==> src/verilog/emp_pkg.sv <==
// Shared constants, register map and state types of the external memory port
package emp_pkg;

   // ------------------------------------------------------------
   // Timing
   // ------------------------------------------------------------
   localparam int CLK_PERIOD_PS = 10000;
   localparam int INPUT_CLOCK_PERIOD_PS = 48830;
   localparam int AS_LOW_PS = 35000;
   localparam int AS_TO_DS_PS = 48000;
   localparam int DS_READ_PS = 125000;
   localparam int DS_WRITE_PS = 75000;
   localparam int TPC_CYC = (INPUT_CLOCK_PERIOD_PS + CLK_PERIOD_PS - 1) / CLK_PERIOD_PS;
   localparam int AS_CYC = (AS_LOW_PS + CLK_PERIOD_PS - 1) / CLK_PERIOD_PS;
   localparam int ASDS_CYC = (AS_TO_DS_PS + CLK_PERIOD_PS - 1) / CLK_PERIOD_PS;
   localparam int DSR_CYC = (DS_READ_PS + CLK_PERIOD_PS - 1) / CLK_PERIOD_PS;
   localparam int DSW_CYC = (DS_WRITE_PS + CLK_PERIOD_PS - 1) / CLK_PERIOD_PS;
   localparam int EXT_CYC = 2 * TPC_CYC;

   // ------------------------------------------------------------
   // Register map
   // ------------------------------------------------------------
   localparam logic [3:0] REG_CTRL = 4'h0;
   localparam logic [3:0] REG_MODE = 4'h1;
   localparam logic [3:0] REG_P0DATA = 4'h2;
   localparam logic [3:0] REG_P0PIN = 4'h3;
   localparam logic [3:0] REG_ADDRL = 4'h4;
   localparam logic [3:0] REG_ADDRH = 4'h5;
   localparam logic [3:0] REG_WDATA = 4'h6;
   localparam logic [3:0] REG_CMD = 4'h7;
   localparam logic [3:0] REG_RDATA = 4'h8;
   localparam logic [3:0] REG_STATUS = 4'h9;
   localparam logic [3:0] REG_HSIN = 4'ha;

   localparam int CTRL_EXT_TIMING = 0;
   localparam int CTRL_BUS_FLOAT = 1;
   localparam int CTRL_HS_EN = 2;
   localparam int MODE_LO_ADDR = 0;
   localparam int MODE_HI_ADDR = 1;
   localparam int MODE_LO_OUT = 2;
   localparam int MODE_HI_OUT = 3;
   localparam int CMD_WRITE = 0;
   localparam int CMD_DATA_SPACE = 1;
   localparam int ST_BUSY = 0;
   localparam int ST_HS_FULL = 1;
   localparam int ST_HS_OUT_BUSY = 2;
   localparam int ST_ROM_OFF = 3;
   localparam int ST_HS_OVR = 4;

   localparam logic [15:0] ROM_TOP_DEFAULT = 16'h6000;

   // ------------------------------------------------------------
   // State types
   // ------------------------------------------------------------
   typedef enum logic [2:0] {
      B_IDLE = 3'b000,
      B_AS = 3'b001,
      B_GAP = 3'b010,
      B_DS = 3'b011,
      B_END = 3'b100
   } emp_bus_e;

   typedef enum logic [1:0] {
      O_IDLE = 2'b00,
      O_SETUP = 2'b01,
      O_VALID = 2'b10,
      O_WAITHI = 2'b11
   } emp_hso_e;

   typedef enum logic {
      I_IDLE = 1'b0,
      I_WAIT = 1'b1
   } emp_hsi_e;

endpackage

==> src/verilog/emp_ext_bus.sv <==
// External memory bus controller with high-address port and its byte handshake
module emp_ext_bus #(
   parameter logic [15:0] ROM_TOP = emp_pkg::ROM_TOP_DEFAULT
) (
   input wire logic clk_sys,
   input wire logic reset_n,
   input wire logic [3:0] reg_addr,
   input wire logic [7:0] reg_wdata,
   input wire logic reg_wr,
   input wire logic reg_rd,
   output logic [7:0] reg_rdata,
   input wire logic internal_rom_disable,
   output logic address_strobe_n,
   output logic data_strobe_n,
   output logic read_write,
   output logic bus_ctl_oe_n,
   output logic [7:0] hiport_out,
   output logic [7:0] hiport_oe_n,
   input wire logic [7:0] hiport_in,
   output logic [7:0] lowport_out,
   output logic [7:0] lowport_oe_n,
   input wire logic [7:0] lowport_in,
   input wire logic ctl_line_two,
   output logic ctl_line_five
);
   import emp_pkg::*;

   if (ROM_TOP == 16'h0000) begin : g_bad_rom_top
      $error("ROM_TOP must be nonzero");
   end

   // ------------------------------------------------------------
   // Declarations
   // ------------------------------------------------------------
   logic init_done_r;
   logic rom_off_r;
   logic ext_timing_r;
   logic bus_float_r;
   logic hs_en_r;
   logic lo_addr_r;
   logic hi_addr_r;
   logic lo_out_r;
   logic hi_out_r;
   logic [7:0] p0_data_r;
   logic [7:0] p0_keep_r;
   logic [15:0] addr_r;
   logic [7:0] wdata_r;
   logic [7:0] rdata_mem_r;
   logic [7:0] hs_in_data_r;
   logic hs_full_r;
   logic hs_ovr_r;
   emp_bus_e bst_r;
   logic [7:0] bcnt_r;
   logic op_wr_r;
   logic cyc_ext_r;
   logic cyc_long_r;
   emp_hso_e ost_r;
   logic [7:0] ocnt_r;
   logic out_valid_n_r;
   emp_hsi_e ist_r;
   logic in_ready_r;
   logic start;
   logic start_ext;
   logic hs_out_mode;
   logic hs_in_mode;
   logic hs_capture;
   logic hsin_read;
   logic lo_drive;
   logic hi_drive;
   logic [7:0] ds_cnt_nxt;

   assign start = reg_wr && (reg_addr == REG_CMD) && (bst_r == B_IDLE) && init_done_r;
   // Program space below ROM_TOP is internal unless the strap disabled the ROM
   assign start_ext = reg_wdata[CMD_DATA_SPACE] || rom_off_r || (addr_r >= ROM_TOP);
   assign hs_out_mode = hs_en_r && hi_out_r;
   assign hs_in_mode = hs_en_r && !hi_out_r;
   assign hsin_read = reg_rd && (reg_addr == REG_HSIN);
   assign hs_capture = hs_in_mode && (ist_r == I_IDLE) && !ctl_line_two;

   // ------------------------------------------------------------
   // Configuration and strap capture
   // ------------------------------------------------------------
   // The strap is caught on the first edge after release, never under reset
   always_ff @(posedge clk_sys or negedge reset_n) begin
      if (!reset_n) begin
         init_done_r <= 1'b0;
         rom_off_r <= 1'b0;
         ext_timing_r <= 1'b0;
         bus_float_r <= 1'b0;
         hs_en_r <= 1'b0;
         lo_addr_r <= 1'b0;
         hi_addr_r <= 1'b0;
         lo_out_r <= 1'b0;
         hi_out_r <= 1'b0;
      end else if (!init_done_r) begin
         init_done_r <= 1'b1;
         rom_off_r <= internal_rom_disable;
         ext_timing_r <= internal_rom_disable;
         lo_addr_r <= internal_rom_disable;
         hi_addr_r <= internal_rom_disable;
         lo_out_r <= 1'b0;
         hi_out_r <= 1'b0;
      end else if (reg_wr && (reg_addr == REG_CTRL)) begin
         ext_timing_r <= reg_wdata[CTRL_EXT_TIMING];
         bus_float_r <= reg_wdata[CTRL_BUS_FLOAT];
         hs_en_r <= reg_wdata[CTRL_HS_EN];
      end else if (reg_wr && (reg_addr == REG_MODE)) begin
         lo_addr_r <= reg_wdata[MODE_LO_ADDR];
         hi_addr_r <= reg_wdata[MODE_HI_ADDR];
         lo_out_r <= reg_wdata[MODE_LO_OUT];
         hi_out_r <= reg_wdata[MODE_HI_OUT];
      end
   end

   always_ff @(posedge clk_sys or negedge reset_n) begin
      if (!reset_n) begin
         addr_r <= 16'h0000;
         wdata_r <= 8'h00;
         p0_data_r <= 8'h00;
      end else if (reg_wr && init_done_r) begin
         if (reg_addr == REG_ADDRL && bst_r == B_IDLE) begin
            addr_r[7:0] <= reg_wdata;
         end
         if (reg_addr == REG_ADDRH && bst_r == B_IDLE) begin
            addr_r[15:8] <= reg_wdata;
         end
         if (reg_addr == REG_WDATA && bst_r == B_IDLE) begin
            wdata_r <= reg_wdata;
         end
         // Data may not change under a running output handshake
         if (reg_addr == REG_P0DATA && ost_r == O_IDLE) begin
            p0_data_r <= reg_wdata;
         end
      end
   end

   // Keeper: an undriven pin reads back whatever level it last settled at
   always_ff @(posedge clk_sys or negedge reset_n) begin
      if (!reset_n) begin
         p0_keep_r <= 8'h00;
      end else begin
         p0_keep_r <= hiport_in;
      end
   end

   // ------------------------------------------------------------
   // Machine cycle sequencer
   // ------------------------------------------------------------
   always_ff @(posedge clk_sys or negedge reset_n) begin
      if (!reset_n) begin
         bst_r <= B_IDLE;
         bcnt_r <= 8'h00;
         op_wr_r <= 1'b0;
         cyc_ext_r <= 1'b0;
         cyc_long_r <= 1'b0;
      end else begin
         unique case (bst_r)
            B_IDLE: begin
               if (start) begin
                  bst_r <= B_AS;
                  bcnt_r <= 8'(AS_CYC - 1);
                  op_wr_r <= reg_wdata[CMD_WRITE];
                  cyc_ext_r <= start_ext;
                  cyc_long_r <= ext_timing_r;
               end
            end
            B_AS: begin
               if (bcnt_r == 8'h00) begin
                  bst_r <= B_GAP;
                  bcnt_r <= 8'(ASDS_CYC - 1);
               end else begin
                  bcnt_r <= bcnt_r - 8'h01;
               end
            end
            B_GAP: begin
               if (bcnt_r == 8'h00) begin
                  bst_r <= B_DS;
                  bcnt_r <= ds_cnt_nxt;
               end else begin
                  bcnt_r <= bcnt_r - 8'h01;
               end
            end
            B_DS: begin
               if (bcnt_r == 8'h00) begin
                  bst_r <= B_END;
               end else begin
                  bcnt_r <= bcnt_r - 8'h01;
               end
            end
            B_END: begin
               // One idle cycle keeps the strobes apart across machine cycles
               bst_r <= B_IDLE;
            end
            default: begin
               bst_r <= B_IDLE;
            end
         endcase
      end
   end

   always_comb begin
      ds_cnt_nxt = op_wr_r ? 8'(DSW_CYC - 1) : 8'(DSR_CYC - 1);
      if (cyc_long_r) begin
         ds_cnt_nxt = ds_cnt_nxt + 8'(EXT_CYC);
      end
   end

   // Read data is taken on the edge at which the data strobe rises
   always_ff @(posedge clk_sys or negedge reset_n) begin
      if (!reset_n) begin
         rdata_mem_r <= 8'h00;
      end else if (bst_r == B_DS && bcnt_r == 8'h00 && !op_wr_r && cyc_ext_r) begin
         rdata_mem_r <= lowport_in;
      end
   end

   // ------------------------------------------------------------
   // Bus pins
   // ------------------------------------------------------------
   assign address_strobe_n = !(bst_r == B_AS);
   assign data_strobe_n = !(bst_r == B_DS && cyc_ext_r);
   assign read_write = !(op_wr_r && cyc_ext_r && (bst_r != B_IDLE) && (bst_r != B_END));
   assign bus_ctl_oe_n = bus_float_r;

   always_comb begin
      lowport_out = addr_r[7:0];
      lowport_oe_n = 8'hff;
      if (bst_r == B_AS) begin
         lowport_oe_n = 8'h00;
      end else if (op_wr_r && cyc_ext_r && (bst_r == B_GAP || bst_r == B_DS)) begin
         lowport_out = wdata_r;
         lowport_oe_n = 8'h00;
      end
      if (bus_float_r) begin
         lowport_oe_n = 8'hff;
      end
   end

   assign lo_drive = lo_addr_r ? !bus_float_r : lo_out_r;
   assign hi_drive = hi_addr_r ? !bus_float_r : hi_out_r;
   assign hiport_out[3:0] = lo_addr_r ? addr_r[11:8] : p0_data_r[3:0];
   assign hiport_out[7:4] = hi_addr_r ? addr_r[15:12] : p0_data_r[7:4];
   assign hiport_oe_n = {{4{!hi_drive}}, {4{!lo_drive}}};

   // ------------------------------------------------------------
   // Byte handshake on the high-address port
   // ------------------------------------------------------------
   always_ff @(posedge clk_sys or negedge reset_n) begin
      if (!reset_n) begin
         ost_r <= O_IDLE;
         ocnt_r <= 8'h00;
         out_valid_n_r <= 1'b1;
      end else begin
         unique case (ost_r)
            O_IDLE: begin
               if (hs_out_mode && reg_wr && reg_addr == REG_P0DATA && init_done_r) begin
                  ost_r <= O_SETUP;
                  ocnt_r <= 8'(TPC_CYC - 1);
               end
            end
            O_SETUP: begin
               if (ocnt_r == 8'h00) begin
                  ost_r <= O_VALID;
                  out_valid_n_r <= 1'b0;
               end else begin
                  ocnt_r <= ocnt_r - 8'h01;
               end
            end
            O_VALID: begin
               if (!ctl_line_two) begin
                  ost_r <= O_WAITHI;
                  out_valid_n_r <= 1'b1;
               end
            end
            O_WAITHI: begin
               if (ctl_line_two) begin
                  ost_r <= O_IDLE;
               end
            end
         endcase
      end
   end

   always_ff @(posedge clk_sys or negedge reset_n) begin
      if (!reset_n) begin
         ist_r <= I_IDLE;
         in_ready_r <= 1'b1;
         hs_in_data_r <= 8'h00;
      end else begin
         unique case (ist_r)
            I_IDLE: begin
               if (hs_capture) begin
                  ist_r <= I_WAIT;
                  in_ready_r <= 1'b0;
                  hs_in_data_r <= hiport_in;
               end
            end
            I_WAIT: begin
               if (ctl_line_two) begin
                  ist_r <= I_IDLE;
                  in_ready_r <= 1'b1;
               end
            end
         endcase
      end
   end

   // A new byte that lands while software reads the old one keeps the flag set
   always_ff @(posedge clk_sys or negedge reset_n) begin
      if (!reset_n) begin
         hs_full_r <= 1'b0;
         hs_ovr_r <= 1'b0;
      end else begin
         if (hs_capture) begin
            hs_full_r <= 1'b1;
         end else if (hsin_read) begin
            hs_full_r <= 1'b0;
         end
         if (hs_capture && hs_full_r && !hsin_read) begin
            hs_ovr_r <= 1'b1;
         end else if (hsin_read) begin
            hs_ovr_r <= 1'b0;
         end
      end
   end

   assign ctl_line_five = hs_en_r ? (hi_out_r ? out_valid_n_r : in_ready_r) : 1'b1;

   // ------------------------------------------------------------
   // Register read port
   // ------------------------------------------------------------
   always_ff @(posedge clk_sys or negedge reset_n) begin
      if (!reset_n) begin
         reg_rdata <= 8'h00;
      end else if (reg_rd) begin
         unique case (reg_addr)
            REG_CTRL: reg_rdata <= {5'h00, hs_en_r, bus_float_r, ext_timing_r};
            REG_MODE: reg_rdata <= {4'h0, hi_out_r, lo_out_r, hi_addr_r, lo_addr_r};
            REG_P0DATA: reg_rdata <= p0_data_r;
            REG_P0PIN: reg_rdata <= p0_keep_r;
            REG_ADDRL: reg_rdata <= addr_r[7:0];
            REG_ADDRH: reg_rdata <= addr_r[15:8];
            REG_WDATA: reg_rdata <= wdata_r;
            REG_CMD: reg_rdata <= {6'h00, 1'b0, op_wr_r};
            REG_RDATA: reg_rdata <= rdata_mem_r;
            REG_STATUS: reg_rdata <= {3'h0, hs_ovr_r, rom_off_r, (ost_r != O_IDLE), hs_full_r, (bst_r != B_IDLE)};
            REG_HSIN: reg_rdata <= hs_in_data_r;
            default: reg_rdata <= 8'h00;
         endcase
      end
   end

   // ------------------------------------------------------------
   // Assertions
   // ------------------------------------------------------------
   logic [7:0] ds_low_cnt_r;
   always_ff @(posedge clk_sys or negedge reset_n) begin
      if (!reset_n) begin
         ds_low_cnt_r <= 8'h00;
      end else if (!data_strobe_n) begin
         ds_low_cnt_r <= ds_low_cnt_r + 8'h01;
      end else begin
         ds_low_cnt_r <= 8'h00;
      end
   end
endmodule // emp_ext_bus

==> config.mk <==
export PLATFORM = sky130hd
export DESIGN_NAME = emp_ext_bus
export DESIGN_NICKNAME = d
export VERILOG_FILES = /design/src/verilog/emp_pkg.sv /design/src/verilog/emp_ext_bus.sv
export SDC_FILE = /design/constraint.sdc
export NUM_CORES = 1
export LEC_CHECK = 0
export BUFFER_PORTS_ARGS = -buffer_cell sky130_fd_sc_hd__buf_4
export CORE_MARGIN = 5
export CORE_UTILIZATION = 55
export CTS_CLUSTER_DIAMETER = 60
export DETAILED_ROUTE_END_ITERATION = 16
export GPL_TIMING_DRIVEN = 0
export PLACE_DENSITY = 0.74
export SYNTH_ARGS = -nofsm -noshare
export SYNTH_HDL_FRONTEND = slang
export SYNTH_SLANG_ARGS = --single-unit
==> constraint.sdc <==
create_clock -name clk_sys -period 3.4 [get_ports clk_sys]
set_input_delay 0.34 -clock clk_sys [delete_from_list [all_inputs] [get_ports clk_sys]]
set_output_delay 0.34 -clock clk_sys [all_outputs]
set_load 0.02 [all_outputs]
Word-level counts from Yosys, hierarchy flattened
Index checks and enable logic that the tools add are counted.
{"block": "word_totals", "register_bits": 102, "wordCells": 191, "output_inout_bits": 45}
{"block": "classes", "n_eq_ne": 32, "n_addsub": 3, "bitwise": 1, "order_cmp": 1, "n_mux": 58, "n_reduce_logical": 67}
{"cell": "$mux 8", "n": 11}
{"cell": "$pmux 8 s11", "n": 1}
{"cell": "$pmux 8 s4", "n": 1}
{"cell": "$logic_and 1x1->1", "n": 28}
{"cell": "$mux 1", "n": 27}
{"cell": "$ne 2x2->1 const B", "n": 11}
{"cell": "$reduce_and 2->1", "n": 9}
{"cell": "$eq 4x3->1 const B", "n": 4}
{"cell": "$ge 16x15->1 const B", "n": 1}
{"cell": "$logic_not 8->1", "n": 2}
{"cell": "$pmux 8 s2", "n": 1}
{"cell": "$sub 8x1->8 const B", "n": 2}
{"cell": "$eq 4x4->1 const B", "n": 3}
{"cell": "$mux 3", "n": 4}
{"cell": "$mux 4", "n": 3}
{"cell": "$pmux 3 s4", "n": 1}
{"cell": "$logic_not 1->1", "n": 10}
{"cell": "$reduce_bool 2->1", "n": 5}
{"cell": "$reduce_and 3->1", "n": 3}
{"cell": "$eq 4x2->1 const B", "n": 2}
{"cell": "$mux 2", "n": 4}
{"cell": "$ne 2x1->1 const B", "n": 4}
{"cell": "$pmux 2 s4", "n": 1}
{"cell": "$reduce_and 4->1", "n": 2}
{"cell": "other kinds (16)", "n": 22}

Depth between registers and ports, before layout
Gate-level depths: netlist of run 1.
{"block": "depth", "depth_word": 7, "ltp_mapped": 8, "mapped_depth_nobuf": 6}

Least setup slack after synthesis of run 1
OpenSTA, ideal clock, no wires.
{"block": "synth_path", "path_kind": "reg2reg", "start": "reg bcnt_r[0]", "end": "reg bcnt_r[4]", "period_less_slack_ns": 2.198, "n_path_buf": 2, "t_arrival_ns": 2.077, "stages_incl_launch_ff": 9, "path_slack_ns": 1.202, "t_required_ns": 3.278, "cell_sequence": "dfrtp_1 inv_1 ha_1 or4b_1 buf_2 or3_1 clkbuf_2 and2_4 a32o_1"}
{"block": "synth_via", "elab_chain_len": 3}
{"element": "start: declaration", "line": "emp_ext_bus.sv:53", "text": "logic [7:0] bcnt_r;"}
{"element": "start signal: assignment", "line": "emp_ext_bus.sv:161", "text": "bcnt_r <= 8'(AS_CYC - 1);"}
{"element": "start signal: assignment", "line": "emp_ext_bus.sv:170", "text": "bcnt_r <= 8'(ASDS_CYC - 1);"}
{"element": "start signal: assignment", "line": "emp_ext_bus.sv:172", "text": "bcnt_r <= bcnt_r - 8'h01;"}
{"element": "$sub 8x1->8 or $logic_not 8->1 (tied branches)"}
{"element": "$mux 8, or another cell as far along", "line": "emp_ext_bus.sv:184", "text": "if (bcnt_r == 8'h00) begin"}
{"element": "$pmux 8 s4 or $reduce_and 3->1 (tied branches)"}
Parallel ways exist; a longest one is shown, timed or not. The select of a mux whose other input is x is not followed.
A chain may end at the register's enable or synchronous reset.

Final worst setup path of run 1
{"block": "layout_path", "start": "reg bst_r[2]", "end": "out lowport_oe_n[5]"}
{"block": "layout_via", "elab_chain_len": 6}
{"element": "start: declaration", "line": "emp_ext_bus.sv:52", "text": "emp_bus_e bst_r;"}
{"element": "start signal: assignment", "line": "emp_ext_bus.sv:151", "text": "bst_r <= B_IDLE;"}
{"element": "start signal: assignment", "line": "emp_ext_bus.sv:160", "text": "bst_r <= B_AS;"}
{"element": "start signal: assignment", "line": "emp_ext_bus.sv:169", "text": "bst_r <= B_GAP;"}
{"element": "$eq 3x2->1", "line": "emp_ext_bus.sv:230", "text": "end else if (op_wr_r && cyc_ext_r && (bst_r == B_GAP || bst_r == B_DS)) begin"}
{"element": "$logic_or 1x1->1", "line": "emp_ext_bus.sv:230"}
{"element": "$logic_and 1x1->1", "line": "emp_ext_bus.sv:230"}
{"element": "$mux 8", "line": "emp_ext_bus.sv:230"}
{"element": "$mux 8 (*)", "line": "emp_ext_bus.sv:228", "text": "if (bst_r == B_AS) begin"}
{"element": "$mux 8 (*)", "line": "emp_ext_bus.sv:234", "text": "if (bus_float_r) begin"}
{"element": "end: declaration", "line": "emp_ext_bus.sv:21", "text": "output logic [7:0] lowport_oe_n,"}
Every way passes the cells marked *; elsewhere a longest branch is shown, timed or not.

==> flow_summary.toml, run 1 <==
[floorplanning]
die_h_um = 111
die-area_mm2 = 0.0123
rows = 36
fp.dieW_um = 111
core_area_mm2 = 0.00986
start_util = 0.568
ioPinCount = 79

[worst_setup_path]
cp.required_ps = 3060
crit_family = "simple AND/OR/NAND/NOR gates"
endpoint_kind = "output pin"
critPathLaunchType = "register"
cpPeakStageDelay_ps = 510
worstSetupStartpoint = "bst_r[2]$_DFFE_PN0P_"
r2r-start = "bcnt_r[0]$_DFFE_PN0P_"
crit_chain = "clkbuf_1 -> nor2b_1 -> nand3_1 -> nand2_1 -> nand2_1 -> buf_4 -> buf_4"
cpMaxStageDelayCell = "nand3_1"
critPathKind = "register to output pin"
cp_data_arrival_time_ps = 2520
reg2reg_slack_ps = 560
cp_max_fo = 10
cp.depth = 7
reg2regPathDepth = 6
worst-path-buf-inv = 3

[timing]
relSlewSlack = 0.339
finalSetupViolCount = 0
slew_viol_final = 0
final.setup.tns_ps = 0
timing.final.crit_share = 0.841
period_minus_slack_ps = 2860
fmax_mhz = 350
tightestPinTransition_ps = 983
whs_ps = 70.6
final-hold-violation-count = 0
rsz0062_at_grt = "false"
skew_ps = 12.9

[yosys]
async_flop_share = 1.00
ys_ff_latch = 102
synthAdderAreaFrac = 0.0201
ys_seq_area_frac = 0.456
muxShareOfSynthArea = 0.180
synth-compound-area-share = 0.145
synthXorXnorAreaFrac = 0
ys.flop_type = "dfrtp_1"
syn_inst = 513
avgSynthCellArea_um2 = 10.9
ys_warn_count = 0
synth_simple_gate_area_frac = 0.148
synth_top_family_by_area = "multiplexers"
synth_nets = 556
synth_area_mm2 = 0.00560
synth.distinct_cells = 72
synth_edf_count = 0

[power]
p_per_area_mw_per_mm2 = 539
ir_drop_v = 0.000410
leakage_nw = 3.03

[clock_tree]
cts_resized = 0
cts_tree = "built"
post_cts.repair.setup_buffers = 0
insertion_delay_ps = 380
cts_buffer_depth = 2
clock-sinks = 102
root_buffer = "clkbuf_8"
htree_levels = 3
path_clk_slew_ps = 110
cts_buffers = 9
ctsHoldBuffers = 0

[global_route]
grt_pass1_vias = 4422
grt_usage = 0.246
grt-ovfl-total = 0
grt_antenna_before_repair = 0
grt_pass1_wl_mm = 24.0
grt_max_degree = 103

[min_path]
hold_class = "input pin to register"
min_path_cells = 1
min_from = "hiport_in[1]"

[drt]
firstDrtPassIters = 5
avgViaCountPerCell = 6.12
detail-route-antenna-nets = 0
wire_per_inst_um = 20.5
num_vias = 4527
initialDrtViolationCount = 370
drcViolationCount = 0
wl_mm = 15.2

[finish]
n_fill_cell = 768
fin_util = 0.667
register_area_mm2 = 0.00255
multi_input_comb_area_mm2 = 0.00276
area_growth_pct = 17.4
nets = 645
antenna_cells = 0
layout-drive-gt1-share = 0.336
fin_cells = 740

[run]
drv_cap = 0

[placement]
dpl.cell_count = 722
gp_congestion = 0.909
io_buffers = 76
dpl.hpwl_mm = 10.7

[outcome]
outcome = "finished clean"
[path summary, 6_finish.rpt]
path,end
setup / recovery,lowport_oe_n[5]
hold / removal,p0_keep_r[1]$_DFF_PN0_
setup reg to reg,rdata_mem_r[1]$_DFFE_PN0P_
hold reg to reg,hs_in_data_r[6]$_DFFE_PN0P_
max in group asynchronous,in_ready_r$_DFFE_PN1P_
min in group asynchronous,bst_r[1]$_DFFE_PN0P_
[per-stage QoR]
| step | power, mW | setup slack [ps] | cell area (um^2) |
|---|---|---|---|
| after floorplan | 2.32 | 1200 | 5600 |
| after global placement | 2.73 | 647 | 6340 |
| after detailed placement | 2.76 | 627 | 6340 |
| after CTS | 3.55 | 485 | 6540 |
| after global routing | 3.72 | 335 | 6580 |
| final | 3.55 | 542 | 6580 |
[report_power, final]
group / internal, mW / leakage (nW) / total [mW] / switching [mW]
sequential: 1.41 / 1.29 / 1.58 / 0.164
combinational: 0.562 / 1.64 / 1.18 / 0.617
clock: 0.348 / 0.103 / 0.793 / 0.445
total: 2.32 / 3.03 / 3.55 / 1.23
[synth_stat cells, types with 9 or more instances]
master | instances | area share
inv_1 | 21 | 0.014
nor3_1 | 11 | 0.0098
nand3_1 | 12 | 0.011
mux2_2 | 76 | 0.15
nand2_1 | 18 | 0.012
mux2i_1 | 15 | 0.027
clkbuf_1 | 18 | 0.012
nor2b_1 | 11 | 0.012
a21oi_1 | 24 | 0.021
nor2_1 | 14 | 0.0094
dfrtp_1 | 100 | 0.45
buf_4 | 13 | 0.017
o21ai_0 | 14 | 0.013
ha_1 | 9 | 0.020
nand3b_1 | 15 | 0.020
[layout by cell type, fill, tap and decap left out, drive strengths merged, types with 12 or more instances in the layout]
cell type  instances
inv               23
buf               98
clkbuf            29
o21ai             14
nor3              12
dfrtp            100
nand2             21
mux2              76
nor2              14
nand3b            15
nand3             12
a21oi             24
mux2i             15
[logic make-up after synthesis]
| kind of cell | Yosys count |
|---|---|
| other | 1 |
| buffers and inverters | 61 |
| AOI/OAI and AO/OA | 114 |
| and+or+nand+nor | 135 |
| muxes | 91 |
| DFF | 102 |
| adders and majority gates | 9 |
[metal layers]
layer / vias up / track usage / routed length, um
met5: - / 0 / 0
met4: 0 / 0.0911 / 473
met3: 34 / 0.0491 / 964
met2: 181 / 0.393 / 7220
met1: 2238 / 0.333 / 6510
li1: 2074 / - / -
[registers in the layout, indices dropped and copies added, names as in the netlist, 3 cells and up]
register / cells
p0_keep_r: 8
hs_in_data_r: 8
bcnt_r: 8
bst_r: 3
rdata_mem_r: 8
ocnt_r: 8
p0_data_r: 8
reg_rdata: 8
addr_r: 16
wdata_r: 8
[final cells by class]
class | count | area share
Clock buffer | 10 | 0.0194
Sequential cell | 102 | 0.388
Buffer | 40 | 0.0314
Multi-Input combinational cell | 350 | 0.420
Tap cell | 133 | 0.0253
Timing Repair Buffer | 78 | 0.0930
Inverter | 21 | 0.0120
Clock inverter | 6 | 0.0105
(Power assumes the default switching activity.)
==> run 2: changes to the inputs <==
--- a/config.mk
+++ b/config.mk
@@ -5,6 +5,7 @@
 export SDC_FILE = /design/constraint.sdc
 export NUM_CORES = 1
 export LEC_CHECK = 0
+export ABC_AREA = 1
 export BUFFER_PORTS_ARGS = -buffer_cell sky130_fd_sc_hd__buf_4
 export CORE_MARGIN = 5
 export CORE_UTILIZATION = 55
==> constraint.sdc (replaced) <==
create_clock -name clk_sys -period 2.88 [get_ports clk_sys]
set_input_delay 0.288 -clock clk_sys [delete_from_list [all_inputs] [get_ports clk_sys]]
set_output_delay 0.288 -clock clk_sys [all_outputs]
set_load 0.02 [all_outputs]
==> run 2 against run 1 <==
Effect of this change: non-clock buffer count down 6; register-to-register slack gained 600 ps; setup slack got worse by 120 ps; hold slack lost 48 ps; cell count up 33%; critical path type unchanged; power is 6.6% higher.
==> flow_summary.toml, run 2 <==
[yosys]
synth_edf_count = 0
async_flop_share = 1.00
ys_ff_latch = 102
ys_warn_count = 0
ys.flop_type = "dfrtp_1"
synthTopCellsByCount = "nand2_1, dfrtp_1, inv_1, nor2_1, nand3_1"
synth_top_area_frac = 0.441
synth.most_common_cell = "nand2_1"
syn_inst = 745
avgSynthCellArea_um2 = 7.62
ys_seq_area_frac = 0.450
synthTopCellsByArea = "dfrtp_1, nand2_1, inv_1, nand3_1, o21ai_0"
synth_area_mm2 = 0.00568
synth.distinct_cells = 40
yosys.area.top_type = "dfrtp_1"
synth_nets = 788

[timing]
finalSetupViolCount = 0
relSlewSlack = 0.620
fmax_mhz = 407
setup_slack_ps = 421
rsz0062_at_grt = "false"
final-hold-violation-count = 0
skew_ps = 10.4
final.setup.tns_ps = 0
slew_viol_final = 0
tightestPinTransition_ps = 564
whs_ps = 22.4
timing.final.crit_share = 0.854
period_minus_slack_ps = 2460

[clock_tree]
cts_tree = "built"
htree_levels = 3
cts_resized = 0
clock-sinks = 102
cts_buffers = 9
post_cts.repair.setup_buffers = 0
root_buffer = "clkbuf_8"
insertion_delay_ps = 390
path_clk_slew_ps = 100
cts_buffer_depth = 2

[placement]
gp_congestion = 0.961
dpl.hpwl_mm = 11.0
place_area_mm2 = 0.00642
io_buffers = 77
preCtsSetupSlack_ps = 877

[worst_setup_path]
crit_chain = "inv_1 -> nor3_2 -> buf_2 -> o21bai_1 -> buf_4 -> buf_4"
critPathKind = "register to output pin"
rr_endpoint = "ocnt_r[4]$_DFFE_PN0P_"
cp_max_fo = 10
worst-path-buf-inv = 4
cpPeakStageDelay_ps = 430
r2r-start = "ost_r[1]$_DFFE_PN0P_"
path_common_cell = "buf_4"
cp.required_ps = 2590
critPathLaunchType = "register"
crit_family = "buffers and inverters"
cpMaxStageDelayCell = "dfrtp_1"
cp_data_arrival_time_ps = 2170
endpoint_kind = "output pin"
reg2reg_slack_ps = 1160
reg2regPathDepth = 9

[drt]
wl_mm = 14.6
wire_per_inst_um = 14.9
firstDrtPassIters = 5
num_vias = 5150
avgViaCountPerCell = 5.24
drcViolationCount = 0
detail-route-antenna-nets = 0
initialDrtViolationCount = 638

[finish]
regMostFlops = "addr_r"
layout_common_cells = "nand2_1, dfrtp_1, buf_4"
antenna_cells = 0
layout-drive-gt1-share = 0.206
n_fill_cell = 919
area_growth_pct = 18.3
final_area_mm2 = 0.00672
final_common_cell = "nand2_1"
largest_reg_flops = 16
nets = 884

[min_path]
min_path_cells = 1
min_to = "p0_keep_r[2]$_DFF_PN0_"
hold_class = "input pin to register"
min_from = "hiport_in[2]"

[global_route]
grt-ovfl-total = 0
grt_pass1_wl_mm = 24.7
grt_usage = 0.244
grt_pass1_vias = 4880
grt_antenna_before_repair = 0
grt_max_degree = 103

[floorplanning]
fp.dieW_um = 112
core_area_mm2 = 0.0102
die_h_um = 112
start_util = 0.557
rows = 37
ioPinCount = 79
die-area_mm2 = 0.0125

[outcome]
outcome = "finished clean"

[power]
p_per_area_mw_per_mm2 = 563
ir_drop_v = 0.000485
finalPower_mw = 3.78
leakage_nw = 3.52

[run]
drv_cap = 0
run 2: changes by cell type after synthesis, moves of 13 or more:
| cell | before | now |
|---|---|---|
| nand2_1 | 18 | 248 |
| mux2_2 | 76 | 1 |
| inv_1 | 21 | 79 |
| nor2_1 | 14 | 64 |
| nand3_1 | 12 | 58 |
| o21ai_0 | 14 | 51 |
| o21ai_1 | 0 | 18 |
| clkbuf_1 | 18 | 3 |
| nand3b_1 | 15 | 0 |
| mux2i_1 | 15 | 1 |
| a21oi_1 | 24 | 11 |
run 2: final cells by class:
type | count | area, um^2 | share of cell area
flip-flops and latches | 102 | 2550 | 0.380
plain buffers | 27 | 204 | 0.0304
clock buffers | 9 | 124 | 0.0184
well taps | 136 | 170 | 0.0253
repair buffers | 85 | 679 | 0.101
multi-input cells | 530 | 2590 | 0.386
inverters | 86 | 323 | 0.0481
clock inverters | 7 | 66.3 | 0.00987
run 2: how the worst max path moves through the flow:
| stage | startpoint | to | slack (ps) | depth (start not counted) |
|---|---|---|---|---|
| floorplan | bst_r[1]$_DFFE_PN0P_ | lowport_oe_n[1] | 1010 | 5 |
| global placement | bst_r[1]$_DFFE_PN0P_ | lowport_oe_n[3] | 870 | 6 |
| detailed placement | bst_r[1]$_DFFE_PN0P_ | lowport_oe_n[7] | 880 | 6 |
| CTS | bst_r[1]$_DFFE_PN0P_ | lowport_oe_n[7] | 420 | 6 |
| global route | bst_r[1]$_DFFE_PN0P_ | lowport_oe_n[4] | 250 | 6 |
| finish | bst_r[1]$_DFFE_PN0P_ | lowport_oe_n[4] | 420 | 6 |
run 2: what timing repair did:
item / CTS / global route
hold buffers: 3 / 4
hold endpoints to repair: 3 / 103
setup endpoints to repair: 0 / 0
run 2: cell families (layout without fill, tap and decap cells):
| group | count (synthesis) | count (layout) | share of synthesized area |
|---|---|---|---|
| other | 1 | 1 | 0.000661 |
| adder cells (fa/ha/maj) | 9 | 9 | 0.0198 |
| buffers and inverters | 113 | 214 | 0.0928 |
| AND/OR/NAND/NOR | 407 | 407 | 0.317 |
| flip-flops | 102 | 102 | 0.450 |
| multiplexers | 2 | 2 | 0.00375 |
| XOR/XNOR | 6 | 6 | 0.00926 |
| AO/OA/AOI/OAI | 105 | 105 | 0.107 |
run 2: per-stage QoR:
stage               cells   util
CTS                   977  0.652
global route          982  0.659
detailed placement    958  0.631
global placement      958  0.631
floorplan             745      -
finish                982  0.659
run 2: power by group:
| group | internal (mW) | total, mW | switching (mW) |
|---|---|---|---|
| Combinational | 0.430 | 1.13 | 0.703 |
| Clock | 0.334 | 0.890 | 0.556 |
| Sequential | 1.62 | 1.76 | 0.145 |
| Total | 2.38 | 3.78 | 1.40 |
run 2: layer usage:
metal | global-route usage | wire length, um | vias to the layer above
met5 | 0 | 0 | -
met1 | 0.355 | 6630 | 2412
met4 | 0.0454 | 119 | 0
met3 | 0.0549 | 1060 | 12
met2 | 0.382 | 6800 | 197
li1 | - | - | 2529
run 2: worst reg2reg max path: stages, from the launching register on:
cell	delay, ps
dfrtp_1	420
inv_1	90
ha_1	140
clkbuf_1	260
inv_1	170
nand2_1	140
nand3_4	120
buf_6	170
nand2_1	70
nand2_1	60
==> run 3: changes to the inputs <==
--- a/config.mk
+++ b/config.mk
@@ -5,8 +5,8 @@
 export SDC_FILE = /design/constraint.sdc
 export NUM_CORES = 1
 export LEC_CHECK = 0
-export ABC_AREA = 1
 export BUFFER_PORTS_ARGS = -buffer_cell sky130_fd_sc_hd__buf_4
+export CORE_ASPECT_RATIO = 2
 export CORE_MARGIN = 5
 export CORE_UTILIZATION = 55
 export CTS_CLUSTER_DIAMETER = 60
==> run 3 against run 2 <==
Effect of this change: clock power up 46%; setup slack worse by 120 ps; highest routed layer unchanged; critical endpoint is now rdata_mem_r[2]$_DFFE_PN0P_; via count down 12%; hold slack better by 27 ps; wire length up 9.0%; sequential cell count unchanged; clock skew down 2.2 ps; non-clock buffer count up 6; combinational power up 25%; final area about the same; first-iteration DRC count down 56%.
==> flow_summary.toml, run 3 (synthesis results as in run 1) <==
[worst_setup_path]
endpoint_kind = "register"
critPathLaunchType = "register"
cpPeakStageDelay_ps = 610
cp_data_arrival_time_ps = 2820
cpMaxStageDelayCell = "nor4b_1"
crit_chain = "inv_1 -> ha_1 -> nor4b_1 -> nand2_1 -> nor3_4 -> mux2_2"
cp.required_ps = 3120
critPathKind = "register to register"
cp_max_fo = 8
reg2regPathDepth = 6

[timing]
final.setup.tns_ps = 0
fmax_mhz = 387
final-hold-violation-count = 0
slew_viol_final = 0
skew_ps = 8.22
rsz0062_at_grt = "false"
finalSetupViolCount = 0
relSlewSlack = 0.136
tightestPinTransition_ps = 1290
timing.final.crit_share = 0.896
setup_slack_ps = 299
period_minus_slack_ps = 2580

[drt]
wl_mm = 15.9
drcViolationCount = 0
avgViaCountPerCell = 6.10
wire_per_inst_um = 21.5
detail-route-antenna-nets = 0
num_vias = 4523
firstDrtPassIters = 5
initialDrtViolationCount = 278

[finish]
regMostFlops = "addr_r"
final_area_mm2 = 0.00671
layout-drive-gt1-share = 0.339
antenna_cells = 0
n_fill_cell = 815
largest_reg_flops = 16
nets = 645
layout_common_cells = "dfrtp_1, buf_4, mux2_2"
final_common_cell = "dfrtp_1"
area_growth_pct = 19.8

[global_route]
grt_pass1_wl_mm = 25.4
grt-ovfl-total = 0
grt_pass1_vias = 4772
grt_max_degree = 103
grt_antenna_before_repair = 0
grt_usage = 0.269

[placement]
preCtsSetupSlack_ps = 153
place_area_mm2 = 0.00634
gp_congestion = 0.976
dpl.hpwl_mm = 11.8
io_buffers = 76

[floorplanning]
die-area_mm2 = 0.0124
ioPinCount = 79
rows = 52
die_h_um = 153
start_util = 0.556
fp.dieW_um = 81.4
core_area_mm2 = 0.0101

[clock_tree]
post_cts.repair.setup_buffers = 0
root_buffer = "clkbuf_16"
clock-sinks = 102
cts_tree = "built"
htree_levels = 3
cts_buffers = 9
cts_buffer_depth = 2
path_clk_slew_ps = 80
insertion_delay_ps = 350

[power]
ir_drop_v = 0.000637
p_per_area_mw_per_mm2 = 680
leakage_nw = 3.10

[min_path]
min_path_cells = 1
hold_class = "input pin to register"

[outcome]
outcome = "finished clean"

[run]
drv_cap = 0
==> run 3: cell types whose count changed in the layout (fill, tap and decap cells not counted), moves of 13 or more <==
cell,before,now
nand3_1,58,11
clkbuf_1,3,18
inv_1,79,21
o21ai_0,51,14
nor2_1,64,14
nand3b_1,0,15
mux2i_1,1,15
mux2_2,1,76
nand2_1,248,18
a21oi_1,11,24
o21ai_1,18,0
==> run 3: final cells by class <==
cell class	instances	area, um^2	area share
Sequential cell	102	2550	0.381
Tap cell	135	169	0.0252
Inverter	21	78.8	0.0117
Timing Repair Buffer	78	612	0.0912
Multi-Input combinational cell	350	2770	0.413
Clock inverter	6	76.3	0.0114
Clock buffer	10	239	0.0356
Buffer	40	206	0.0308
==> run 3: worst paths after layout <==
| path | from | end | slack (ps) |
|---|---|---|---|
| worst max-delay path | bcnt_r[0]$_DFFE_PN0P_ | rdata_mem_r[2]$_DFFE_PN0P_ | 300 |
| worst min-delay path | hiport_in[7] | p0_keep_r[7]$_DFF_PN0_ | 50 |
| worst max register to register | bcnt_r[0]$_DFFE_PN0P_ | rdata_mem_r[2]$_DFFE_PN0P_ | 300 |
| worst min register to register | in_ready_r$_DFFE_PN1P_ | in_ready_r$_DFFE_PN1P_ | 500 |
| max in group asynchronous | reset_n | in_ready_r$_DFFE_PN1P_ | 1890 |
| min in group asynchronous | reset_n | bcnt_r[1]$_DFFE_PN0P_ | 270 |
==> run 3: worst max-delay path, delay by kind of cell (launching register included) <==
| family | cells | cell delay (ps) |
|---|---|---|
| adder cells (fa/ha/maj) | 1 | 210 |
| buffers and inverters | 1 | 70 |
| flip-flops | 1 | 420 |
| multiplexers | 1 | 400 |
| AND/OR/NAND/NOR | 3 | 1370 |
==> run 3: metrics by stage <==
| stage | hold WS, ps | total power, mW | utilization | cells |
|---|---|---|---|---|
| 6_report | 49.4 | 4.57 | 0.665 | 742 |
| 5_1_grt | 47.9 | 4.78 | 0.665 | 742 |
| 4_1_cts | 53.2 | 4.57 | 0.660 | 740 |
| 3_5_place_dp | 406 | 3.29 | 0.629 | 724 |
| 3_3_place_gp | 404 | 3.24 | 0.629 | 724 |
| 2_1_floorplan | -7.59 | 2.74 | - | 513 |
==> run 3: power breakdown <==
group | total, mW | leakage, nW | switching (mW) | internal (mW)
Clock | 1.30 | 0.156 | 0.581 | 0.714
Sequential | 1.86 | 1.29 | 0.194 | 1.67
Combinational | 1.41 | 1.65 | 0.743 | 0.664
Total | 4.57 | 3.10 | 1.52 | 3.05
==> run 3: what timing repair did <==
| item | 4_1_cts | 5_1_grt |
|---|---|---|
| hold buffers | 0 | 1 |
| endpoints found under the hold margin | 0 | 2 |
| endpoints found under the setup margin | 0 | 12 |
| resized for setup | 0 | 2 |
==> run 3: metal layers <==
layer / global-route usage / routed length, um
met1: 0.296 / 5510
met2: 0.479 / 8750
met3: 0.0450 / 898
met4: 0.134 / 762
met5: 0 / 0
